==> src/logic/cgc_pkg.sv <==
// Constants, register map and types of the counter gate/compare/latch block
package cgc_pkg;
  localparam int NUM_CH = 4;
  localparam int CNT_W  = 32;
  localparam int HW_CH  = 3;
  localparam int CLK_PERIOD_NS = 20;
  localparam int PULSE_STEP_NS = 2000000;
  localparam int PULSE_STEP_CYC = PULSE_STEP_NS / CLK_PERIOD_NS;
  // Per-channel register block: channel in addr[6:5], word in addr[4:2]
  localparam logic [2:0] REG_CTRL   = 3'h0;
  localparam logic [2:0] REG_CFG    = 3'h1;
  localparam logic [2:0] REG_LOAD   = 3'h2;
  localparam logic [2:0] REG_CMP    = 3'h3;
  localparam logic [2:0] REG_COUNT  = 3'h4;
  localparam logic [2:0] REG_LATCH  = 3'h5;
  localparam logic [2:0] REG_STATUS = 3'h6;
  localparam int CH_LSB  = 5;
  localparam int REG_LSB = 2;
  localparam int MAP_MSB = 6;
  // Control bits
  localparam int CTRL_SOFTWARE_GATE  = 0;
  localparam int CTRL_OUT_EN   = 1;
  localparam int CTRL_MANUAL   = 2;
  localparam int CTRL_CLR_CMP  = 3;
  localparam int CTRL_CLR_OVUF = 4;
  localparam int CTRL_W        = 3;
  // Status bits
  localparam int ST_CMP  = 0;
  localparam int ST_OUT  = 1;
  localparam int ST_OVF  = 2;
  localparam int ST_UNF  = 3;
  localparam int ST_RUN  = 4;
  // Event enable bits in cfg.irq_en
  localparam int EV_CMP = 0;
  localparam int EV_OVF = 1;
  localparam int EV_UNF = 2;
  localparam logic [31:0] CFG_MASK  = 32'h07ff_ffff;
  localparam logic [31:0] LOAD_RST  = 32'h0000_0000;
  localparam logic [31:0] CMP_RST   = 32'h0000_0000;
  localparam logic [31:0] CNT_MAX   = 32'h7fff_ffff;
  localparam logic [31:0] CNT_MIN   = 32'h8000_0000;
  localparam logic [7:0]  HYST_MIN_ON = 8'h02;
  typedef enum logic [1:0] {OUT_NONE, OUT_LEVEL, OUT_PULSE, OUT_RSVD}
    cgc_out_mode_t;
  typedef enum logic [1:0] {DIR_NONE, DIR_UP, DIR_DOWN, DIR_RSVD} cgc_dir_t;
  typedef struct packed {
    logic [4:0]    rsvd;
    logic [2:0]    irq_en;
    logic [7:0]    pulse_dur;
    logic [7:0]    hyst;
    logic          one_shot;
    logic          hardware_gate_en;
    cgc_dir_t      dir;
    logic          le_mode;
    cgc_out_mode_t out_mode;
    logic          gate_int;
  } cgc_cfg_t;
endpackage

==> src/logic/cgc_counter.sv <==
// Counter channels with gate, comparator, hysteresis and pulse output; latch on channel 3 only
//
// The APB slave port and the address map are this design's own decisions.
`timescale 1ns/1ns
module cgc_counter
  import cgc_pkg::*;
#(
  parameter int PULSE_CYC = PULSE_STEP_CYC
) (
  // Clock, reset, enable
  input  wire logic              pclk,
  input  wire logic              presetn,
  input  wire logic              clk_en,
  // APB slave
  input  wire logic              psel,
  input  wire logic              penable,
  input  wire logic              pwrite,
  input  wire logic [11:0]       paddr,
  input  wire logic [31:0]       pwdata,
  output logic      [31:0]       prdata,
  output logic                   pready,
  output logic                   pslverr,
  // Field pins
  input  wire logic [NUM_CH-1:0] cnt_up_pin,
  input  wire logic [NUM_CH-1:0] cnt_dn_pin,
  input  wire logic              hardware_gate,
  input  wire logic              latch_pin,
  output logic      [NUM_CH-1:0] field_out,
  output logic      [NUM_CH-1:0] hw_event
);
  logic [NUM_CH-1:0] up_s1, up_s2, up_d, dn_s1, dn_s2, dn_d;
  logic              hw_s1, hw_s2, hw_d, lt_s1, lt_s2, lt_d;
  logic [1:0]        bus_ch;
  logic [2:0]        bus_reg;
  logic              bus_bad, bus_wr;
  logic [31:0]       next_prdata;
  logic [31:0]       rd_word [NUM_CH][7];

  // Pins cross in through two flops before any edge logic
  always_ff @(posedge pclk or negedge presetn) begin
    if (!presetn) begin
      {up_s1, up_s2, up_d} <= '0;
      {dn_s1, dn_s2, dn_d} <= '0;
      {hw_s1, hw_s2, hw_d, lt_s1, lt_s2, lt_d} <= '0;
    end else if (clk_en) begin
      up_s1 <= cnt_up_pin;
      up_s2 <= up_s1;
      up_d  <= up_s2;
      dn_s1 <= cnt_dn_pin;
      dn_s2 <= dn_s1;
      dn_d  <= dn_s2;
      hw_s1 <= hardware_gate;
      hw_s2 <= hw_s1;
      hw_d  <= hw_s2;
      lt_s1 <= latch_pin;
      lt_s2 <= lt_s1;
      lt_d  <= lt_s2;
    end
  end

  assign bus_ch  = paddr[MAP_MSB:CH_LSB];
  assign bus_reg = paddr[CH_LSB-1:REG_LSB];
  always_comb begin
    if (paddr[11:MAP_MSB+1] != '0) begin
      bus_bad = 1'b1;
    end else if (paddr[REG_LSB-1:0] != '0) begin
      bus_bad = 1'b1;
    end else if (bus_reg > REG_STATUS) begin
      bus_bad = 1'b1;
    end else begin
      bus_bad = 1'b0;
    end
  end
  assign pready  = 1'b1;
  assign pslverr = psel & penable & bus_bad;
  assign bus_wr  = psel & penable & pwrite & ~bus_bad;
  assign next_prdata = bus_bad ? '0 : rd_word[bus_ch][bus_reg];

  // Read data is captured in the setup cycle so the access needs no wait
  always_ff @(posedge pclk or negedge presetn) begin
    if (!presetn) begin
      prdata <= '0;
    end else if (clk_en && psel && !penable) begin
      prdata <= next_prdata;
    end
  end

  for (genvar g = 0; g < NUM_CH; g++) begin : g_ch
    logic [CTRL_W-1:0] ctrl;
    cgc_cfg_t          cfg;
    logic [31:0]       load_val, cmp_val, count, latch_val;
    logic              sw_d, auto_closed, hw_rose, last_up;
    logic              hyst_on, res_q, eval_d, p_act, cmp_flag;
    logic              ovf_flag, unf_flag, do_q, ev_q;
    logic [7:0]        h_lat, p_steps;
    logic [31:0]       p_presc;
    logic              wr_c, sw, sw_rise, hw_en, hw_lvl, hw_rise;
    logic              gate_raw, reopen, run, reload, st_up, st_dn;
    logic              ovf_ev, unf_ev, cond, eval, hit, dir_ok;
    logic              p_start, set_cmp, clr_ok, is_lvl, is_pls;
    logic signed [32:0] lo, hi, cnt_s;

    assign wr_c = bus_wr && bus_ch == 2'(g);
    assign sw = ctrl[CTRL_SOFTWARE_GATE];
    assign sw_rise = sw & ~sw_d;
    assign hw_en = (g == HW_CH) && cfg.hardware_gate_en;
    assign hw_lvl = hw_s2;
    assign hw_rise = hw_en & hw_s2 & ~hw_d;
    assign gate_raw = hw_en ? (sw & hw_lvl) : sw;
    assign reopen = hw_en ? ((hw_rise & sw) | (sw_rise & hw_rose & hw_lvl))
                          : sw_rise;
    assign run = gate_raw & (~auto_closed | reopen);
    // Software rise with hw high only continues; hw rise may reload
    assign reload = ~cfg.gate_int & (~auto_closed | reopen) &
                    (hw_en ? (hw_rise & sw) : sw_rise);
    assign st_up = run & up_s2[g] & ~up_d[g] & ~(dn_s2[g] & ~dn_d[g]);
    assign st_dn = run & dn_s2[g] & ~dn_d[g] & ~(up_s2[g] & ~up_d[g]);
    assign ovf_ev = st_up && count == CNT_MAX && !reload;
    assign unf_ev = st_dn && count == CNT_MIN && !reload;

    always_ff @(posedge pclk or negedge presetn) begin
      if (!presetn) begin
        ctrl <= '0;
        cfg <= '0;
        load_val <= LOAD_RST;
        cmp_val <= CMP_RST;
      end else if (clk_en && wr_c) begin
        if (bus_reg == REG_CTRL) begin
          ctrl <= pwdata[CTRL_W-1:0];
        end else if (bus_reg == REG_CFG) begin
          cfg <= cgc_cfg_t'(pwdata & CFG_MASK);
        end else if (bus_reg == REG_LOAD) begin
          load_val <= pwdata;
        end else if (bus_reg == REG_CMP) begin
          cmp_val <= pwdata;
        end
      end
    end

    always_ff @(posedge pclk or negedge presetn) begin
      if (!presetn) begin
        sw_d <= 1'b0;
        auto_closed <= 1'b0;
        hw_rose <= 1'b0;
      end else if (clk_en) begin
        sw_d <= sw;
        if (cfg.one_shot && (ovf_ev || unf_ev)) begin
          auto_closed <= 1'b1;
          hw_rose <= 1'b0;
        end else if (auto_closed && reopen) begin
          auto_closed <= 1'b0;
          hw_rose <= 1'b0;
        end else if (auto_closed && hw_rise) begin
          hw_rose <= 1'b1;
        end
      end
    end

    always_ff @(posedge pclk or negedge presetn) begin
      if (!presetn) begin
        count <= '0;
        last_up <= 1'b1;
      end else if (clk_en) begin
        if (reload) begin
          count <= load_val;
        end else if (st_up) begin
          count <= count + 32'h0000_0001;
          last_up <= 1'b1;
        end else if (st_dn) begin
          count <= count - 32'h0000_0001;
          last_up <= 1'b0;
        end
      end
    end

    if (g == HW_CH) begin : g_latch
      always_ff @(posedge pclk or negedge presetn) begin
        if (!presetn) begin
          latch_val <= '0;
        end else if (clk_en && run && lt_s2 && !lt_d) begin
          latch_val <= count;
        end
      end
    end else begin : g_nolatch
      assign latch_val = '0;
    end

    // Comparator; band kept one bit wider so it cannot wrap
    assign is_lvl = cfg.out_mode == OUT_LEVEL;
    assign is_pls = cfg.out_mode == OUT_PULSE;
    assign cnt_s = 33'($signed(count));
    assign lo = 33'($signed(cmp_val)) - 33'(h_lat);
    assign hi = 33'($signed(cmp_val)) + 33'(h_lat);
    always_comb begin
      if (is_lvl) begin
        cond = cfg.le_mode ? ($signed(count) <= $signed(cmp_val))
                           : ($signed(count) >= $signed(cmp_val));
      end else begin
        cond = count == cmp_val;
      end
    end
    assign eval = hyst_on ? res_q : cond;
    assign hit = eval & ~eval_d;
    assign dir_ok = cfg.dir == DIR_NONE || cfg.dir == DIR_RSVD ||
                    (cfg.dir == DIR_UP) == last_up;

    always_ff @(posedge pclk or negedge presetn) begin
      if (!presetn) begin
        hyst_on <= 1'b0;
        res_q <= 1'b0;
        h_lat <= '0;
        eval_d <= 1'b0;
      end else if (clk_en) begin
        eval_d <= eval;
        if (hyst_on) begin
          if (cnt_s < lo || cnt_s > hi) begin
            hyst_on <= 1'b0;
            res_q <= cond;
          end
        end else begin
          res_q <= cond;
          if (cond && !res_q && cfg.hyst >= HYST_MIN_ON) begin
            hyst_on <= 1'b1;
            h_lat <= cfg.hyst;
          end
        end
      end
    end

    // Pulse timer: 2 ms steps, duration taken only at the start
    assign p_start = is_pls && cfg.pulse_dur != '0 && hit && dir_ok &&
                     !p_act;
    always_ff @(posedge pclk or negedge presetn) begin
      if (!presetn) begin
        p_act <= 1'b0;
        p_steps <= '0;
        p_presc <= '0;
      end else if (clk_en) begin
        if (p_start) begin
          p_act <= 1'b1;
          p_steps <= cfg.pulse_dur;
          p_presc <= '0;
        end else if (p_act) begin
          if (p_presc == 32'(PULSE_CYC - 1)) begin
            p_presc <= '0;
            p_steps <= p_steps - 8'h01;
            if (p_steps == 8'h01) begin
              p_act <= 1'b0;
            end
          end else begin
            p_presc <= p_presc + 32'h0000_0001;
          end
        end
      end
    end

    assign set_cmp = is_lvl ? eval
                   : is_pls && (p_start || (cfg.pulse_dur == '0 && eval &&
                                            dir_ok));
    assign clr_ok = is_lvl ? !eval : !p_act;

    always_ff @(posedge pclk or negedge presetn) begin
      if (!presetn) begin
        cmp_flag <= 1'b0;
        ovf_flag <= 1'b0;
        unf_flag <= 1'b0;
        do_q <= 1'b0;
        ev_q <= 1'b0;
      end else if (clk_en) begin
        // A set in the clearing cycle wins
        if (!is_lvl && !is_pls) begin
          cmp_flag <= 1'b0;
        end else if (set_cmp) begin
          cmp_flag <= 1'b1;
        end else if (wr_c && bus_reg == REG_CTRL && pwdata[CTRL_CLR_CMP] &&
                     clr_ok) begin
          cmp_flag <= 1'b0;
        end
        // Wraps inside an active band are suppressed
        if (ovf_ev && !hyst_on) begin
          ovf_flag <= 1'b1;
        end else if (wr_c && bus_reg == REG_CTRL && pwdata[CTRL_CLR_OVUF]) begin
          ovf_flag <= 1'b0;
        end
        if (unf_ev && !hyst_on) begin
          unf_flag <= 1'b1;
        end else if (wr_c && bus_reg == REG_CTRL && pwdata[CTRL_CLR_OVUF]) begin
          unf_flag <= 1'b0;
        end
        if (is_lvl) begin
          do_q <= ctrl[CTRL_OUT_EN] & eval;
        end else if (is_pls) begin
          do_q <= ctrl[CTRL_OUT_EN] &
                  (cfg.pulse_dur == '0 ? eval & dir_ok : p_act);
        end else begin
          do_q <= ctrl[CTRL_MANUAL];
        end
        ev_q <= (cfg.irq_en[EV_CMP] & (is_lvl | is_pls) & hit & dir_ok) |
                (cfg.irq_en[EV_OVF] & ovf_ev & ~hyst_on) |
                (cfg.irq_en[EV_UNF] & unf_ev & ~hyst_on);
      end
    end

    assign field_out[g] = do_q;
    assign hw_event[g] = ev_q;
    assign rd_word[g][REG_CTRL]   = 32'(ctrl);
    assign rd_word[g][REG_CFG]    = cfg;
    assign rd_word[g][REG_LOAD]   = load_val;
    assign rd_word[g][REG_CMP]    = cmp_val;
    assign rd_word[g][REG_COUNT]  = count;
    assign rd_word[g][REG_LATCH]  = latch_val;
    assign rd_word[g][REG_STATUS] = {27'h0, run, unf_flag, ovf_flag,
                                     do_q & (is_lvl | is_pls), cmp_flag};
  end
endmodule // cgc_counter

==> config.mk <==
export PLATFORM = sky130hd
export DESIGN_NAME = cgc_counter
export DESIGN_NICKNAME = d
export VERILOG_FILES = /design/src/logic/cgc_pkg.sv /design/src/logic/cgc_counter.sv
export SDC_FILE = /design/constraint.sdc
export NUM_CORES = 2
export LEC_CHECK = 0
export ABC_CLOCK_PERIOD_IN_PS = 5400
export BUFFER_PORTS_ARGS = -buffer_cell sky130_fd_sc_hd__buf_2
export CAP_MARGIN = 20
export CORE_MARGIN = 4
export CORE_UTILIZATION = 35
export CTS_CLUSTER_SIZE = 20
export DETAILED_ROUTE_END_ITERATION = 6
export GPL_TIMING_DRIVEN = 0
export PLACE_DENSITY = 0.48
export SKIP_LAST_GASP = 1
export SLEW_MARGIN = 30
export SYNTH_ARGS = -nofsm -noshare
export SYNTH_HDL_FRONTEND = slang
export SYNTH_SLANG_ARGS = --single-unit
==> constraint.sdc <==
create_clock -name pclk -period 5.4 [get_ports pclk]
set_clock_uncertainty 0.15 [all_clocks]
set_input_delay 1.08 -clock pclk [delete_from_list [all_inputs] [get_ports pclk]]
set_output_delay 1.08 -clock pclk [all_outputs]
set_load 0.03 [all_outputs]
==> results_tabular.tex <==
\begin{tabular}{lr}
\hline
Metric & Value \\
\hline
\multicolumn{2}{l}{\textbf{Outcome}} \\
\quad Run status & finished, final reports clean \\
\multicolumn{2}{l}{\textbf{Worst hold path}} \\
\quad Type of the tightest min-delay check & input port to asynchronous set/reset pin \\
\multicolumn{2}{l}{\textbf{Cells and area}} \\
\quad Layout cell share with drive strength beyond 1 & between 15 and 20\% \\
\quad Final Net Count & between 7000 and 8000 \\
\quad Number of standard cells in the layout, taps in and fillers out & about 9300 \\
\quad Filler Cells Inserted & roughly 18000 \\
\quad Layout Area Growth over Synthesis & 13.1\% \\
\multicolumn{2}{l}{\textbf{Flow run}} \\
\quad Number of maximum-capacitance constraint violations & 0 \\
\multicolumn{2}{l}{\textbf{Routing}} \\
\quad Number of nets with antenna violations after detailed routing & 0 \\
\quad Routed vias & 56975 \\
\quad Total iterations of the first detailed-routing run & 6 \\
\quad Final Routed Wirelength & just under 300 mm \\
\quad Detailed-route DRC error count & 0 \\
\quad Routed wirelength normalized by instance count & approximately 31 um \\
\quad Via/cell ratio & roughly 6.1 \\
\quad DRC violation total after the first TritonRoute iteration & $\sim$5900 \\
\multicolumn{2}{l}{\textbf{Floorplan}} \\
\quad Area inside the core boundary & about 180000 sq um \\
\quad Die width & about 430 um \\
\quad Cell Rows & approximately 160 \\
\quad Vert. Die Dim & 433 um \\
\quad IO Pins & roughly 100 \\
\quad Initial cell density of the core & roughly a third \\
\quad Die Outline Area & 187000 sq um \\
\multicolumn{2}{l}{\textbf{Synth}} \\
\quad Most used standard cells in the synthesized netlist & 835 x sky130\_fd\_sc\_hd\_\_dfrtp\_1, 596 x sky130\_fd\_sc\_hd\_\_ha\_1, 496 x sky130\_fd\_sc\_hd\_\_mux2\_2, 493 x sky130\_fd\_sc\_hd\_\_nand2\_1, 435 x sky130\_fd\_sc\_hd\_\_a21oi\_1 \\
\quad Synthesized net count & 7292 \\
\quad Ys flop type & sky130\_fd\_sc\_hd\_\_dfrtp\_1 \\
\quad Number of flops mapped to enable cells by yosys & 0 \\
\quad Total of flip-flops plus latches after synthesis & 839 \\
\quad Synth warn & 0 \\
\quad Average size of a mapped cell & 9.53 sq um \\
\quad Count of distinct cell types in the synthesized netlist & between 90 and 100 \\
\quad Top-count cell post-synth & sky130\_fd\_sc\_hd\_\_dfrtp\_1 \\
\quad Post-synthesis cell count & between 6000 and 7000 \\
\quad Area share of the leading cell type in the synthesized netlist & $\sim$33\% \\
\quad Post-synthesis cell type with the largest combined area & sky130\_fd\_sc\_hd\_\_dfrtp\_1 \\
\quad Proportion of synthesized chip area in sequential cells & between 30 and 40\% \\
\quad Synth area leaders & sky130\_fd\_sc\_hd\_\_dfrtp\_1 33\%, sky130\_fd\_sc\_hd\_\_ha\_1 12\%, sky130\_fd\_sc\_hd\_\_mux2\_2 8.8\% \\
\quad Proportion of synthesized flip-flops having asynchronous set or reset & 100\% \\
\quad Total standard cell area after synthesis & 63100 sq um \\
\multicolumn{2}{l}{\textbf{Clock tree}} \\
\quad CTS clk-pin slew, worst paths & about 0.070 ns \\
\quad Number of sinks driven by the clock tree & roughly 840 \\
\quad Clock root buffer master & sky130\_fd\_sc\_hd\_\_clkbuf\_16 \\
\quad Clk Latency, worst-skew pair & approximately 0.76 ns \\
\quad Number of H-tree levels & 3 \\
\quad Deepest clock path buffer count & 3 \\
\quad Clock tree from TritonCTS & built \\
\quad Total clock buffers created by CTS & 100 \\
\multicolumn{2}{l}{\textbf{Critical path}} \\
\quad Critical path startpoint category & flip-flop \\
\quad Worst flop-to-flop path endpoint & g\_ch[1].res\_q \\
\quad Critical path capture point type & flip-flop \\
\quad Launch point of the worst reg-to-reg path & g\_ch[1].cmp\_val[0] \\
\quad Worst Path Max Fanout & 5 \\
\quad Critical path arrival & 5.82 ns \\
\quad Depth of the worst register-to-register path & 24 \\
\quad Data required time at the worst endpoint & around 5.9 ns \\
\quad Worst R2R Setup Slack & $\sim$0.042 ns \\
\quad Class of the most critical setup path & flip-flop to flip-flop \\
\multicolumn{2}{l}{\textbf{Global routing}} \\
\quad Maximum number of pins on one net before global-route repair & 117 \\
\quad First-pass GRT wire length & between 400 and 500 mm \\
\quad Congestion Overflow GR & 0 \\
\quad Number of antenna violations at the first check in global routing & 40 \\
\quad Total global routing track utilization & between 30\% and 40\% \\
\quad Number of global-route vias before repair & 54098 \\
\multicolumn{2}{l}{\textbf{Placement}} \\
\quad Number of placed instances with taps included & 9091 \\
\quad Final Wtd Congestion & about 1.0 \\
\quad Total of buffers placed on input and output ports & $\sim$100 \\
\quad Detail Placement HPWL & $\sim$230 mm \\
\multicolumn{2}{l}{\textbf{Timing}} \\
\quad Total setup violations reported at the end of the flow & 0 \\
\quad Transition time at the pin with the least slew margin & approximately 1.1 ns \\
\quad Fmax & roughly 190 MHz \\
\quad RSZ-0062 raised after global routing & yes \\
\quad Final worst path period need & 5.36 ns \\
\quad Max Slew Vio Count & 0 \\
\quad Setup TNS & 0 ns \\
\quad Final Hold Fails & 0 \\
\quad Max\_slew headroom & roughly a quarter \\
\quad Share of the clock period used by the worst path after layout & roughly 99\% \\
\multicolumn{2}{l}{\textbf{Pwr}} \\
\quad Static leakage & between 30 and 40 nW \\
\quad Max IR drop VDD & 0.215 mV \\
\quad Total Power & approximately 0.017 W \\
\quad Power Density & roughly 230 nW/um\^{}2 \\
\hline
\end{tabular}
==> cells by family (layout without fill, tap and decap cells) <==
family	count (synthesis)	after routing	share of synthesized area [%]
other	1	22	0.00594
and+or+nand+nor	1902	1902	14.9
buffers and inverters	657	979	4.05
DFF	839	839	33.3
adders and majority gates	608	608	12.2
xor gates and xnor gates	335	335	4.65
AOI/OAI and AO/OA	1563	1563	15.9
muxes	719	719	15.0
==> sequential cells by signal, summed over array words and instances, names as in the netlist, 12 cells and up <==
signal and flops:
g_ch.cfg 107, g_ch.ctrl 12, g_ch.cmp_val 128, g_ch.latch_val 32
g_ch.h_lat 32, g_ch.p_presc 128, g_ch.p_steps 32, g_ch.count 128
prdata 32, g_ch.load_val 128
==> timing repair <==
item / in CTS / in global routing
setup endpoints to repair: 19 / 55
hold buffers: 0 / 0
resized for setup: 71 / 83
buffers inserted: 11 / 20
pin swaps: 14 / 29
==> layout by cell type (no fill, tap or decap), types with 35 or more instances in the layout <==
master,Yosys,final
sky130_fd_sc_hd__a211oi_1,77,62
sky130_fd_sc_hd__a21o_1,192,192
sky130_fd_sc_hd__a21oi_1,435,411
sky130_fd_sc_hd__a221oi_1,35,35
sky130_fd_sc_hd__a22oi_1,41,41
sky130_fd_sc_hd__a31oi_1,68,66
sky130_fd_sc_hd__and3_1,81,80
sky130_fd_sc_hd__buf_2,23,124
sky130_fd_sc_hd__buf_4,12,44
sky130_fd_sc_hd__clkbuf_1,240,215
sky130_fd_sc_hd__clkbuf_16,0,100
sky130_fd_sc_hd__clkbuf_2,1,36
sky130_fd_sc_hd__dfrtp_1,835,824
sky130_fd_sc_hd__ha_1,596,596
sky130_fd_sc_hd__inv_1,337,335
sky130_fd_sc_hd__mux2_2,496,496
sky130_fd_sc_hd__mux2i_1,89,89
sky130_fd_sc_hd__mux4_2,133,133
sky130_fd_sc_hd__nand2_1,493,488
sky130_fd_sc_hd__nand2b_1,48,47
sky130_fd_sc_hd__nand3_1,224,221
sky130_fd_sc_hd__nand4_1,169,169
sky130_fd_sc_hd__nor2_1,394,386
sky130_fd_sc_hd__nor2b_1,59,58
sky130_fd_sc_hd__nor3_1,136,116
sky130_fd_sc_hd__nor4_1,114,106
sky130_fd_sc_hd__o21a_1,60,59
sky130_fd_sc_hd__o21ai_0,358,342
sky130_fd_sc_hd__xnor2_1,286,286
sky130_fd_sc_hd__xor2_1,49,49
==> report_power, final <==
| group | total (W) | switching (W) | leakage (nW) | internal [W] |
|---|---|---|---|---|
| clock network | 0.00738 | 0.00310 | 1.72 | 0.00428 |
| registers | 0.00670 | 0.000254 | 11.4 | 0.00645 |
| logic | 0.00265 | 0.00169 | 19.9 | 0.000958 |
| total | 0.0167 | 0.00504 | 33.1 | 0.0117 |
==> stage by stage <==
step	utilization [%]	hold slack (ns)	instance area, sq um	setup slack (ns)
after floorplan	-	0.294	63100	0.658
after global placement	37.2	0.309	66600	-16.56
after detailed placement	37.5	0.311	67000	-1.50
after CTS	39.6	0.0753	70900	-0.0489
after global routing	39.9	0.110	71400	-0.159
final	39.9	0.0705	71400	0.0421
==> layout make-up <==
| cell class | instances | area (sq um) | share of cell area, % |
|---|---|---|---|
| antenna | 21 | 52.6 | 0.0736 |
| buffer | 308 | 1300 | 1.82 |
| clock buffer | 142 | 2930 | 4.10 |
| clock inverter | 42 | 591 | 0.827 |
| inverter | 344 | 1290 | 1.81 |
| multi-input combinational | 5128 | 40300 | 56.4 |
| sequential | 839 | 21000 | 29.4 |
| tap | 2355 | 2950 | 4.13 |
| timing repair buffer | 143 | 1030 | 1.45 |
==> worst max-delay path by stage <==
stage          cells past startpoint               start  slack [ns]             endpoint
6_report                          24  g_ch[1].cmp_val[0]        0.04        g_ch[1].res_q
5_1_grt                           24  g_ch[1].cmp_val[0]       -0.16        g_ch[1].res_q
4_1_cts                           24  g_ch[1].cmp_val[0]       -0.05        g_ch[1].res_q
3_5_place_dp                      21  g_ch[1].cmp_val[0]       -1.50        g_ch[1].res_q
3_3_place_gp                       1             presetn      -16.56  g_ch[0].p_presc[24]
2_1_floorplan                     24  g_ch[3].cmp_val[0]        0.66        g_ch[3].res_q
==> critical path, stage by stage, from the launching register on <==
cell	delay, ns
sky130_fd_sc_hd__dfrtp_2	0.52
sky130_fd_sc_hd__inv_1	0.09
sky130_fd_sc_hd__ha_1	0.16
sky130_fd_sc_hd__inv_1	0.05
sky130_fd_sc_hd__fa_1	0.40
sky130_fd_sc_hd__a21o_1	0.19
sky130_fd_sc_hd__a21oi_2	0.18
sky130_fd_sc_hd__o21ai_0	0.13
sky130_fd_sc_hd__a21oi_2	0.17
sky130_fd_sc_hd__o21bai_1	0.14
sky130_fd_sc_hd__a211oi_2	0.36
sky130_fd_sc_hd__nand3_2	0.23
sky130_fd_sc_hd__nor2_4	0.19
sky130_fd_sc_hd__buf_6	0.15
sky130_fd_sc_hd__nand4_1	0.12
sky130_fd_sc_hd__xnor2_1	0.17
sky130_fd_sc_hd__ha_1	0.20
sky130_fd_sc_hd__a21o_1	0.19
sky130_fd_sc_hd__a211oi_2	0.28
sky130_fd_sc_hd__nand2_1	0.08
sky130_fd_sc_hd__o211ai_1	0.46
sky130_fd_sc_hd__a41oi_4	0.18
sky130_fd_sc_hd__buf_12	0.17
sky130_fd_sc_hd__o21ai_0	0.14
sky130_fd_sc_hd__o31ai_1	0.09
==> metal layers <==
| layer | up-vias | wire, um | global-route usage (%) |
|---|---|---|---|
| met5 | - | 184 | 0 |
| met4 | 8 | 21100 | 18.9 |
| met3 | 625 | 24000 | 6.20 |
| met2 | 2410 | 125000 | 45.5 |
| met1 | 28862 | 123000 | 40.4 |
| li1 | 25070 | - | - |
Power figures use the tool's default switching activity.
